**src/rtl/sts_pkg.sv**
```systemverilog
package sts_pkg;

    ////////////////////////////////////////////////////////////////////////////
    // Register byte offsets (one aligned 32-bit word each)
    localparam logic [7:0] OFS_PRIMARY_ALARM   = 8'h00;
    localparam logic [7:0] OFS_SECONDARY_ALARM = 8'h04;
    localparam logic [7:0] OFS_PRIMARY_WARN    = 8'h08;
    localparam logic [7:0] OFS_SECONDARY_WARN  = 8'h0C;
    localparam logic [7:0] OFS_CONTROL         = 8'h10;
    localparam logic [7:0] OFS_IRQ_STATUS      = 8'h14;
    localparam logic [7:0] OFS_IRQ_MASK        = 8'h18;
    localparam logic [7:0] OFS_INPUT_STATE     = 8'h1C;

    ////////////////////////////////////////////////////////////////////////////
    // Field positions in the status words
    localparam int unsigned BIT_STOP_FLAG   = 30;
    localparam int unsigned BIT_DANGER_FLAG = 31;

    // Control word: mode code in [3:0], reset request strobe in bit 8
    localparam int unsigned CTL_MODE_LSB  = 0;
    localparam int unsigned CTL_MODE_W    = 4;
    localparam int unsigned CTL_RESET_BIT = 8;

    // Input state word bit positions
    localparam int unsigned IN_STO_ACTIVE  = 0;
    localparam int unsigned IN_FLAG_ACTIVE = 1;
    localparam int unsigned IN_COAST       = 2;

    // Interrupt event bit positions (same layout for status and mask)
    localparam int unsigned EV_SS_ALARM = 0;
    localparam int unsigned EV_SS_WARN  = 1;
    localparam int unsigned EV_TH_ALARM = 2;
    localparam int unsigned EV_TH_WARN  = 3;
    localparam int unsigned EV_DANGER   = 4;
    localparam int unsigned EV_W        = 5;

    ////////////////////////////////////////////////////////////////////////////
    // Safe-stop mode codes and reset values
    localparam logic [3:0] MODE_SAFE_ALARM   = 4'h2;
    localparam logic [3:0] MODE_SAFE_WARN    = 4'h3;
    localparam logic [3:0] MODE_TH_ALARM     = 4'h4;
    localparam logic [3:0] MODE_TH_WARN      = 4'h5;
    localparam logic [3:0] MODE_TH_ES_ALARM  = 4'h6;
    localparam logic [3:0] MODE_TH_ES_WARN   = 4'h7;
    localparam logic [3:0] MODE_TH_A_ES_W    = 4'h8;
    localparam logic [3:0] MODE_TH_W_ES_A    = 4'h9;
    localparam logic [3:0] MODE_RST          = 4'h2;
    localparam logic [4:0] IRQ_MASK_RST      = 5'h00;

    // Supervisor condition flags
    typedef struct packed {
        logic danger;       // Dangerous failure, trip locked
        logic th_warn;      // Thermistor stop warning
        logic th_alarm;     // Thermistor stop alarm, latched
        logic ss_warn;      // Safe stop warning
        logic ss_alarm;     // Safe stop alarm, latched
    } sts_cond_s;

    // Captured AHB address phase
    typedef struct packed {
        logic       wr;
        logic [7:0] addr;
    } sts_aphase_s;

endpackage

```
**src/rtl/sts_supervisor.sv**
```systemverilog
`timescale 1ns/100ps

// Notes on behaviour
// Modes 4,5: flag xor STO is danger
// Modes 6-9: flag without STO is danger
// Danger is trip lock; never auto cleared
// Bit 30/31 map conditions into status words
// Safe stop alarm: STO released, then reset
// Safe stop warning clears when STO released
// Thermistor alarm: both released, then reset
// Thermistor warning clears when both released
// Modes 2,3 ignore the trip flag
// Card drives safe-stop low on relay open
// Flag input not reused for motor thermistor
// STO active low, flag active high; coast
// Thermistor warning mode restarts without reset
// Both inputs pass two synchroniser stages
// Mode field codes 2-9; status latched
module sts_supervisor (
    input  wire logic        i_clk,           // System clock, 100 MHz
    input  wire logic        i_rst,           // Async reset, active high
    input  wire logic        i_hsel,          // AHB slave select
    input  wire logic [31:0] i_haddr,         // AHB address
    input  wire logic [1:0]  i_htrans,        // AHB transfer type
    input  wire logic        i_hwrite,        // AHB write
    input  wire logic [2:0]  i_hsize,         // AHB size (word only)
    input  wire logic [31:0] i_hwdata,        // AHB write data
    input  wire logic        i_hready,        // AHB bus ready
    output logic      [31:0] o_hrdata,        // AHB read data
    output logic             o_hreadyout,     // AHB slave ready
    output logic             o_hresp,         // AHB response, OKAY
    input  wire logic        i_sto_n,         // Safe torque off, low active
    input  wire logic        i_card_trip_flag_output, // Card trip flag, high active
    input  wire logic        i_reset_di,      // Reset request, digital input
    input  wire logic        i_reset_key,     // Reset request, panel key
    output logic             o_coast,         // Motor coast command
    output logic             o_irq            // Interrupt, level high
);

    ////////////////////////////////////////////////////////////////////////////
    // Decoding helpers

    // Word offset of a byte address, low bits dropped
    function automatic logic [7:0] word_ofs(input logic [31:0] a);
        word_ofs = {a[7:2], 2'b00};
    endfunction

    // Thermistor trip in this mode is a latched alarm
    function automatic logic th_is_alarm(input logic [3:0] m);
        th_is_alarm = (m == sts_pkg::MODE_TH_ALARM) || (m == sts_pkg::MODE_TH_ES_ALARM)
                   || (m == sts_pkg::MODE_TH_A_ES_W);
    endfunction

    // Plain safe stop in this mode is a latched alarm
    function automatic logic ss_is_alarm(input logic [3:0] m);
        ss_is_alarm = (m == sts_pkg::MODE_SAFE_ALARM) || (m == sts_pkg::MODE_TH_ES_ALARM)
                   || (m == sts_pkg::MODE_TH_W_ES_A);
    endfunction

    ////////////////////////////////////////////////////////////////////////////
    // Input synchronisers

    logic [1:0] sync_q;
    logic       sto_act;
    logic       flag_raw;

    // Invert STO so that reset value zero means idle high pin
    sts_sync2 #(
        .W (2)
    ) u_sync (
        .i_clk  (i_clk),
        .i_rst  (i_rst),
        .i_d    ({i_card_trip_flag_output, ~i_sto_n}),
        .o_q    (sync_q)
    );

    // STO low is active, flag high is active
    assign sto_act  = sync_q[0];
    assign flag_raw = sync_q[1];

    ////////////////////////////////////////////////////////////////////////////
    // State

    sts_pkg::sts_cond_s        cond;
    sts_pkg::sts_cond_s        next_cond;
    logic [3:0]                mode;
    logic [3:0]                next_mode;
    logic [sts_pkg::EV_W-1:0]  irq_st;
    logic [sts_pkg::EV_W-1:0]  next_irq_st;
    logic [sts_pkg::EV_W-1:0]  irq_mask;
    logic [sts_pkg::EV_W-1:0]  next_irq_mask;
    logic                      bus_reset;
    logic                      next_bus_reset;
    sts_pkg::sts_aphase_s      aph;
    sts_pkg::sts_aphase_s      next_aph;
    logic [31:0]               next_hrdata;
    logic                      next_coast;
    logic                      next_irq;

    logic                      flag_act;
    logic                      danger_cond;
    logic                      th_trip;
    logic                      ss_trip;
    logic                      th_mode;
    logic                      reset_req;
    logic                      aphase_ok;
    logic                      wr_ctl;
    logic                      wr_ist;
    logic                      wr_msk;

    ////////////////////////////////////////////////////////////////////////////
    // Condition evaluation

    // Mode codes 2 and 3 have no thermistor card function
    assign th_mode  = (mode >= sts_pkg::MODE_TH_ALARM);
    assign flag_act = flag_raw & th_mode;

    // Unexpected input pairs depend on whether STO has other sources
    always_comb
    begin
        danger_cond = 1'b0;
        if ((mode == sts_pkg::MODE_TH_ALARM) || (mode == sts_pkg::MODE_TH_WARN))
            danger_cond = flag_act ^ sto_act;
        else if (th_mode)
            danger_cond = flag_act & ~sto_act;
    end

    // Card trip shows as both inputs active; STO alone is a plain safe stop except in modes 4 and 5
    assign th_trip   = flag_act & sto_act;
    assign ss_trip   = sto_act & ~flag_act & ~danger_cond;
    assign reset_req = i_reset_di | i_reset_key | bus_reset;

    // Next condition flags; a new trip wins over a reset in the same cycle
    always_comb
    begin
        next_cond = cond;
        // Trip lock: only the hardware reset clears it, no reset request
        if (danger_cond)
            next_cond.danger = 1'b1;
        // Thermistor alarm or warning by mode
        if (th_trip && th_is_alarm(mode))
            next_cond.th_alarm = 1'b1;
        else if (reset_req && !sto_act && !flag_act)
            next_cond.th_alarm = 1'b0;
        // Warning follows the inputs, no reset request needed
        next_cond.th_warn = th_mode && !th_is_alarm(mode) && (sto_act || flag_act)
                          && (th_trip || cond.th_warn);
        // Safe stop alarm, held until released and reset
        if (ss_trip && ss_is_alarm(mode))
            next_cond.ss_alarm = 1'b1;
        else if (reset_req && !sto_act)
            next_cond.ss_alarm = 1'b0;
        // Safe stop warning clears itself with STO
        next_cond.ss_warn = ss_trip && !ss_is_alarm(mode) && !th_trip;
    end

    // Coast while STO is active or any condition stands
    assign next_coast = sto_act | (|next_cond);

    ////////////////////////////////////////////////////////////////////////////
    // AHB-Lite slave: zero wait states, always OKAY

    assign aphase_ok = i_hsel & i_htrans[1] & i_hready;
    assign wr_ctl    = aph.wr && (aph.addr == sts_pkg::OFS_CONTROL);
    assign wr_ist    = aph.wr && (aph.addr == sts_pkg::OFS_IRQ_STATUS);
    assign wr_msk    = aph.wr && (aph.addr == sts_pkg::OFS_IRQ_MASK);

    // Capture address phase; read data is prepared a cycle early
    always_comb
    begin
        next_aph.wr   = aphase_ok & i_hwrite;
        next_aph.addr = word_ofs(i_haddr);
        next_hrdata   = 32'h0000_0000;
        if (aphase_ok && !i_hwrite)
        begin
            unique case (word_ofs(i_haddr))
                sts_pkg::OFS_PRIMARY_ALARM:
                    next_hrdata[sts_pkg::BIT_STOP_FLAG] = cond.ss_alarm;
                sts_pkg::OFS_SECONDARY_ALARM:
                begin
                    next_hrdata[sts_pkg::BIT_STOP_FLAG]   = cond.th_alarm;
                    next_hrdata[sts_pkg::BIT_DANGER_FLAG] = cond.danger;
                end
                sts_pkg::OFS_PRIMARY_WARN:
                    next_hrdata[sts_pkg::BIT_STOP_FLAG] = cond.ss_warn;
                sts_pkg::OFS_SECONDARY_WARN:
                    next_hrdata[sts_pkg::BIT_STOP_FLAG] = cond.th_warn;
                sts_pkg::OFS_CONTROL:
                    next_hrdata[sts_pkg::CTL_MODE_LSB +: sts_pkg::CTL_MODE_W] = mode;
                sts_pkg::OFS_IRQ_STATUS:
                    next_hrdata[sts_pkg::EV_W-1:0] = irq_st;
                sts_pkg::OFS_IRQ_MASK:
                    next_hrdata[sts_pkg::EV_W-1:0] = irq_mask;
                sts_pkg::OFS_INPUT_STATE:
                begin
                    next_hrdata[sts_pkg::IN_STO_ACTIVE]  = sto_act;
                    next_hrdata[sts_pkg::IN_FLAG_ACTIVE] = flag_raw;
                    next_hrdata[sts_pkg::IN_COAST]       = o_coast;
                end
                default:
                    next_hrdata = 32'h0000_0000;
            endcase
        end
    end

    // Register writes in the data phase
    always_comb
    begin
        next_mode      = mode;
        next_irq_mask  = irq_mask;
        next_bus_reset = 1'b0;
        if (wr_ctl)
        begin
            // Codes outside 2..9 are ignored, keeping the old mode
            if ((i_hwdata[3:0] >= sts_pkg::MODE_SAFE_ALARM)
                && (i_hwdata[3:0] <= sts_pkg::MODE_TH_W_ES_A))
                next_mode = i_hwdata[sts_pkg::CTL_MODE_LSB +: sts_pkg::CTL_MODE_W];
            next_bus_reset = i_hwdata[sts_pkg::CTL_RESET_BIT];
        end
        if (wr_msk)
            next_irq_mask = i_hwdata[sts_pkg::EV_W-1:0];
    end

    ////////////////////////////////////////////////////////////////////////////
    // Interrupt status: rising conditions set, write one clears, set wins

    always_comb
    begin
        logic [sts_pkg::EV_W-1:0] ev;
        logic [sts_pkg::EV_W-1:0] clr;
        ev = 5'h00;
        clr = wr_ist ? i_hwdata[sts_pkg::EV_W-1:0] : 5'h00;
        ev[sts_pkg::EV_SS_ALARM] = next_cond.ss_alarm & ~cond.ss_alarm;
        ev[sts_pkg::EV_SS_WARN]  = next_cond.ss_warn  & ~cond.ss_warn;
        ev[sts_pkg::EV_TH_ALARM] = next_cond.th_alarm & ~cond.th_alarm;
        ev[sts_pkg::EV_TH_WARN]  = next_cond.th_warn  & ~cond.th_warn;
        ev[sts_pkg::EV_DANGER]   = next_cond.danger   & ~cond.danger;
        next_irq_st = (irq_st & ~clr) | ev;
        next_irq    = |(next_irq_st & next_irq_mask);
    end

    ////////////////////////////////////////////////////////////////////////////
    // Registers

    // Condition flags and the coast command
    always_ff @(posedge i_clk or posedge i_rst)
    begin
        if (i_rst)
        begin
            cond    <= '0;
            o_coast <= 1'b0;
        end
        else
        begin
            cond    <= next_cond;
            o_coast <= next_coast;
        end
    end

    // Software settings; the bus reset request lives for one cycle only
    always_ff @(posedge i_clk or posedge i_rst)
    begin
        if (i_rst)
        begin
            mode      <= sts_pkg::MODE_RST;
            irq_mask  <= sts_pkg::IRQ_MASK_RST;
            bus_reset <= 1'b0;
        end
        else
        begin
            mode      <= next_mode;
            irq_mask  <= next_irq_mask;
            bus_reset <= next_bus_reset;
        end
    end

    // Interrupt status and line, both from next values so they never disagree
    always_ff @(posedge i_clk or posedge i_rst)
    begin
        if (i_rst)
        begin
            irq_st <= 5'h00;
            o_irq  <= 1'b0;
        end
        else
        begin
            irq_st <= next_irq_st;
            o_irq  <= next_irq;
        end
    end

    // Bus side; ready and response are flops too, so every output is registered
    always_ff @(posedge i_clk or posedge i_rst)
    begin
        if (i_rst)
        begin
            aph         <= '0;
            o_hrdata    <= 32'h0000_0000;
            o_hreadyout <= 1'b1;
            o_hresp     <= 1'b0;
        end
        else
        begin
            aph         <= next_aph;
            o_hrdata    <= next_hrdata;
            o_hreadyout <= 1'b1;
            o_hresp     <= 1'b0;
        end
    end

endmodule

```
**src/rtl/sts_sync2.sv**
```systemverilog
`timescale 1ns/100ps

// Two-stage synchroniser; stage one is read only by stage two
module sts_sync2 #(
    parameter int unsigned W = 2
) (
    input  wire logic         i_clk,   // System clock
    input  wire logic         i_rst,   // Async reset, active high
    input  wire logic [W-1:0] i_d,     // Asynchronous levels
    output logic      [W-1:0] o_q      // Synchronised levels
);

    logic [W-1:0] meta;
    logic [W-1:0] next_meta;
    logic [W-1:0] next_q;

    // Shift one stage per edge
    always_comb
    begin
        next_meta = i_d;
        next_q    = meta;
    end

    // Reset to zero; callers choose the idle polarity by inversion
    always_ff @(posedge i_clk or posedge i_rst)
    begin
        if (i_rst)
        begin
            meta <= '0;
            o_q  <= '0;
        end
        else
        begin
            meta <= next_meta;
            o_q  <= next_q;
        end
    end

endmodule

```
**config.mk**
```make
export PLATFORM = sky130hd
export DESIGN_NAME = sts_supervisor
export DESIGN_NICKNAME = d
export VERILOG_FILES = /design/src/rtl/sts_pkg.sv /design/src/rtl/sts_supervisor.sv /design/src/rtl/sts_sync2.sv
export SDC_FILE = /design/constraint.sdc
export NUM_CORES = 1
export LEC_CHECK = 0
export BUFFER_PORTS_ARGS = -buffer_cell sky130_fd_sc_hd__buf_4
export CAP_MARGIN = 20
export CELL_PAD_IN_SITES_DETAIL_PLACEMENT = 1
export CELL_PAD_IN_SITES_GLOBAL_PLACEMENT = 1
export CORE_MARGIN = 4
export CORE_UTILIZATION = 28
export CTS_BUF_LIST = sky130_fd_sc_hd__clkbuf_4 sky130_fd_sc_hd__clkbuf_8
export CTS_CLUSTER_DIAMETER = 100
export DETAILED_ROUTE_END_ITERATION = 6
export PLACE_DENSITY = 0.78
export SLEW_MARGIN = 30
export SYNTH_ARGS = -nofsm -noshare
export SYNTH_HDL_FRONTEND = slang
export SYNTH_SLANG_ARGS = --single-unit
```
**constraint.sdc**
```tcl
create_clock -name i_clk -period 2.2 [get_ports i_clk]
set_input_delay 0.11 -clock i_clk [delete_from_list [all_inputs] [get_ports i_clk]]
set_output_delay 0.11 -clock i_clk [all_outputs]
set_load 0.01 [all_outputs]
```
==> results.md <==
GRT:
- The overall global routing resource usage is 12.0%.
- The first global-routing pass estimated roughly 8 mm of wire.
- The total overflow reported by the global router is 0.
- The initial antenna violation count is 0.
- The number of global-route vias before repair is 1603.
- Entering global routing, the biggest net connects 41 pins.

Timing:
- Across the routed clock network, the largest skew measured is 5.02 ps.
- The worst setup slack after layout is -20.7 ps.
- The count of final max-slew check failures was 0.
- Based on the critical path, the design can be clocked at up to around 0.45 GHz.
- The headroom to the max-slew limit is around two thirds.
- Counting I/O delays and the setup requirement, the final critical path takes roughly 2200 ps.
- The final critical path takes up 101% of the cycle.
- The worst-margin pin slew is 529 ps.
- The total count of hold-check failures in the final report is 0.
- The count of endpoints failing setup in the final report is 2.
- The worst hold margin is 19.5 ps.
- Setup repair after global routing could not meet its margin everywhere.

Yosys:
- Counting every instance in the synthesized netlist gives between 150 and 200.
- Sequential elements use 48.9% of the synthesized area.
- In this run the mean area of a mapped cell was 11.1 um^2.
- The summed instance area of the synthesized netlist is 2050 um^2.
- The post-synthesis register bit count is 40.
- By area the synthesized netlist is led by sky130_fd_sc_hd__dfrtp_1, sky130_fd_sc_hd__buf_4, sky130_fd_sc_hd__mux4_2.
- The commonest register cell after synthesis is sky130_fd_sc_hd__dfrtp_1.
- sky130_fd_sc_hd__dfrtp_1 takes more of the synthesized area than any other cell.
- The yosys synthesis warning count is 0.
- The synthesized design devotes to its leading area cell type 47.6% of total area.
- The count of cell types in the netlist is 51.
- The post-synthesis async set-or-reset flop share is 100%.
- The number of flops mapped to enable cells by yosys is 0.

Clock tree:
- Clock latency on the worst-skew pair, taken at its later pin, is between 200 and 300 ps.
- Clock-pin slew was measured on the worst setup and hold paths at 80 ps.
- Clock tree synthesis inserted a total of 5 buffers.
- The clock passes through at most 2 buffers.
- TritonCTS built the clock tree.
- The H-tree depth is 2.
- The number of clock sinks is 40.
- The tree is rooted in a sky130_fd_sc_hd__clkbuf_8.

Drt:
- The ratio of routed vias to standard cells is 4.58.
- After detailed routing, the total wire length is between 5 and 6 mm.
- The detail route stage leaves a number of antenna-violating nets equal to 0.
- The detailed-routing iteration count for the pre-antenna-repair pass is 4.
- The number of remaining DRC errors is 0.
- The via count of the routed design is around 1500.
- The count of routing violations after the opening detailed-route iteration is 52.
- The final routed wire length divided by cell count is 15.5 um.

Status:
- The flow ran to the end, but the final reports show violations.
- The final reports fail on negative setup slack.

Power and ir drop:
- The standby leakage power is 1.19 nW.
- The switching portion of total power is 24.2%.
- The switching power of the nets is 0.000386 W.
- The worst-case IR drop observed on VDD is between 200 and 300 uV.
- The ratio of total power to cell area is between 600 and 700 nW/um^2.
- Summing internal, switching and leakage power gives 0.00160 W.
- The cell-internal power is approximately 0.0012 W.
- The proportion of power drawn by the clock network is between 30% and 40%.
- The relative contribution of sequential cells to total power is 49.1%.
- The share of total power dissipated in combinational logic is 13.3%.

Hold path:
- The class of the worst hold path is in2reg.

Worst setup path:
- Across all register-to-register paths, the minimum setup slack is -20 ps.
- The required time reported for the critical path endpoint is 2360 ps.
- The kind of critical path is reg2reg.
- At the worst endpoint, the arrival time is 2380 ps.
- The worst setup path is launched from a register.
- The peak fanout along the critical path is 3.
- The type of destination of the critical path is a register.

Final layout:
- Once layout is done, the placed cells without fillers occupy 2590 um^2.
- Of the cells placed in the final design, the portion with a size suffix greater than 1 is 30.3%.
- The area growth from synthesis to final layout is 26.6%.
- The number of fill cells is 780.
- The repair_antennas step left the layout with diodes totalling 0.
- The library cell used most frequently in the layout, excluding fill and tap cells, is sky130_fd_sc_hd__buf_4.
- The final layout net count is ~320.
- In the layout the commonest cells are sky130_fd_sc_hd__buf_4, sky130_fd_sc_hd__dfrtp_1, sky130_fd_sc_hd__conb_1.

Run:
- The max-cap check violation count is 0.

Floorplan:
- In this run the core area contains 30 standard-cell rows.
- The number of top-level design ports is between 100 and 150.
- The die is 93.5 um wide.
- The core region is 6940 um^2.
- The starting density of the core is around 29%.
- The height of the chip is 93.5 um.
- The die covers 8750 um^2.

Placement:
- The congestion estimate from routability-driven global placement came to around 0.85.
- Buffers placed on the I/O ports in this run total 30.
- The instance area after placement is approximately 2300 um^2.
- Detailed placement ended at an HPWL of between 3 and 4 mm.
-- registers in the layout, summed over array words and instances, names as in the netlist --
signal       count
irq_mask         5
o_coast          1
u_sync.meta      2
bus_reset        1
o_irq            1
mode             4
aph              7
u_sync.o_q       2
irq_st           5
o_hrdata         7
cond             5
-- stage by stage --
step                      util [%]  setup WS, ps  std cells  TNS (ps)
final                         37.3         -20.7        330     -40.7
after global routing          37.3          -121        330      -231
after detailed placement      33.5          -103        309      -141
after global placement        33.5         -23.5        309     -23.5
after floorplan                  -         -8.09        210     -8.09
after CTS                     36.6         -50.7        328     -80.2
-- logic make-up (layout without fill, tap and decap cells) --
logic type,after synthesis,count (layout),share of synthesized area (%)
AO/OA/AOI/OAI,28,28,9.53
XOR/XNOR,1,1,0.428
adder cells (fa/ha/maj),4,4,2.44
buffers and inverters,42,66,12.8
flip-flops,40,40,48.9
multiplexers,11,11,8.25
other,2,27,0.367
AND/OR/NAND/NOR,57,57,17.3
-- path summary, 6_finish.rpt --
check	from	to	depth (start not counted)
worst max-delay path	mode[3]	o_coast	8
worst min-delay path	i_hwdata[8]	bus_reset	2
worst max register to register	mode[3]	o_coast	8
worst min register to register	u_sync.meta[1]	u_sync.o_q[1]	0
max in group asynchronous	i_rst	mode[1]	4
min in group asynchronous	i_rst	aph[7]	4
-- per-layer routing --
layer	global-route usage [%]	routed length [um]	vias to the layer above	part of all wire (%)
li1	-	-	686	-
met5	0	0	-	0
met4	3.61	55	0	1.1
met1	14.9	2180	765	43
met2	20.7	2540	55	50
met3	2.90	345	5	6.7
-- cells in the mapped netlist (4+ instances only) --
cell / count
sky130_fd_sc_hd__dfrtp_1: 39
sky130_fd_sc_hd__buf_4: 27
sky130_fd_sc_hd__nand2_1: 11
sky130_fd_sc_hd__nor2_1: 9
sky130_fd_sc_hd__a21oi_1: 8
sky130_fd_sc_hd__inv_1: 8
sky130_fd_sc_hd__nor2b_1: 6
sky130_fd_sc_hd__nand3_1: 5
sky130_fd_sc_hd__nor3b_1: 5
sky130_fd_sc_hd__o21ai_0: 5
sky130_fd_sc_hd__clkbuf_1: 4
sky130_fd_sc_hd__ha_1: 4
-- critical path, cell delays in order (launching register included) --
cell,delay (ps)
sky130_fd_sc_hd__dfrtp_1,410
sky130_fd_sc_hd__o21ai_4,210
sky130_fd_sc_hd__inv_2,80
sky130_fd_sc_hd__ha_4,170
sky130_fd_sc_hd__and3_4,150
sky130_fd_sc_hd__a211oi_4,240
sky130_fd_sc_hd__nand2b_2,100
sky130_fd_sc_hd__or3_1,310
sky130_fd_sc_hd__or4_1,420
-- what timing repair did --
item / 4_1_cts / 5_1_grt
setup endpoints to repair: 2 / 2
setup buffers: 4 / 2
hold buffers: 7 / 0
hold endpoints to repair: 45 / 0
pin swaps: 2 / 2
resized for setup: 0 / 5
-- power by group through the flow --
stage	Clock, W	Sequential [W]	Combinational (W)
floorplan	0	0.000791	0.000151
global placement	0	0.000797	0.000178
detailed placement	0	0.000799	0.000185
CTS	0.000625	0.000784	0.000201
global route	0.000659	0.000789	0.000236
finish	0.000601	0.000786	0.000213
-- area by class of cell --
type	instances	area, um^2	share of cell area, %
inverter	9	33.8	1.30
clock buffer	6	76.3	2.94
sequential	40	1000	38.7
multi-input combinational	128	936	36.1
timing repair buffer	49	389	15.0
clock inverter	2	35.0	1.35
tap	96	120	4.63
(Power assumes the default switching activity.)
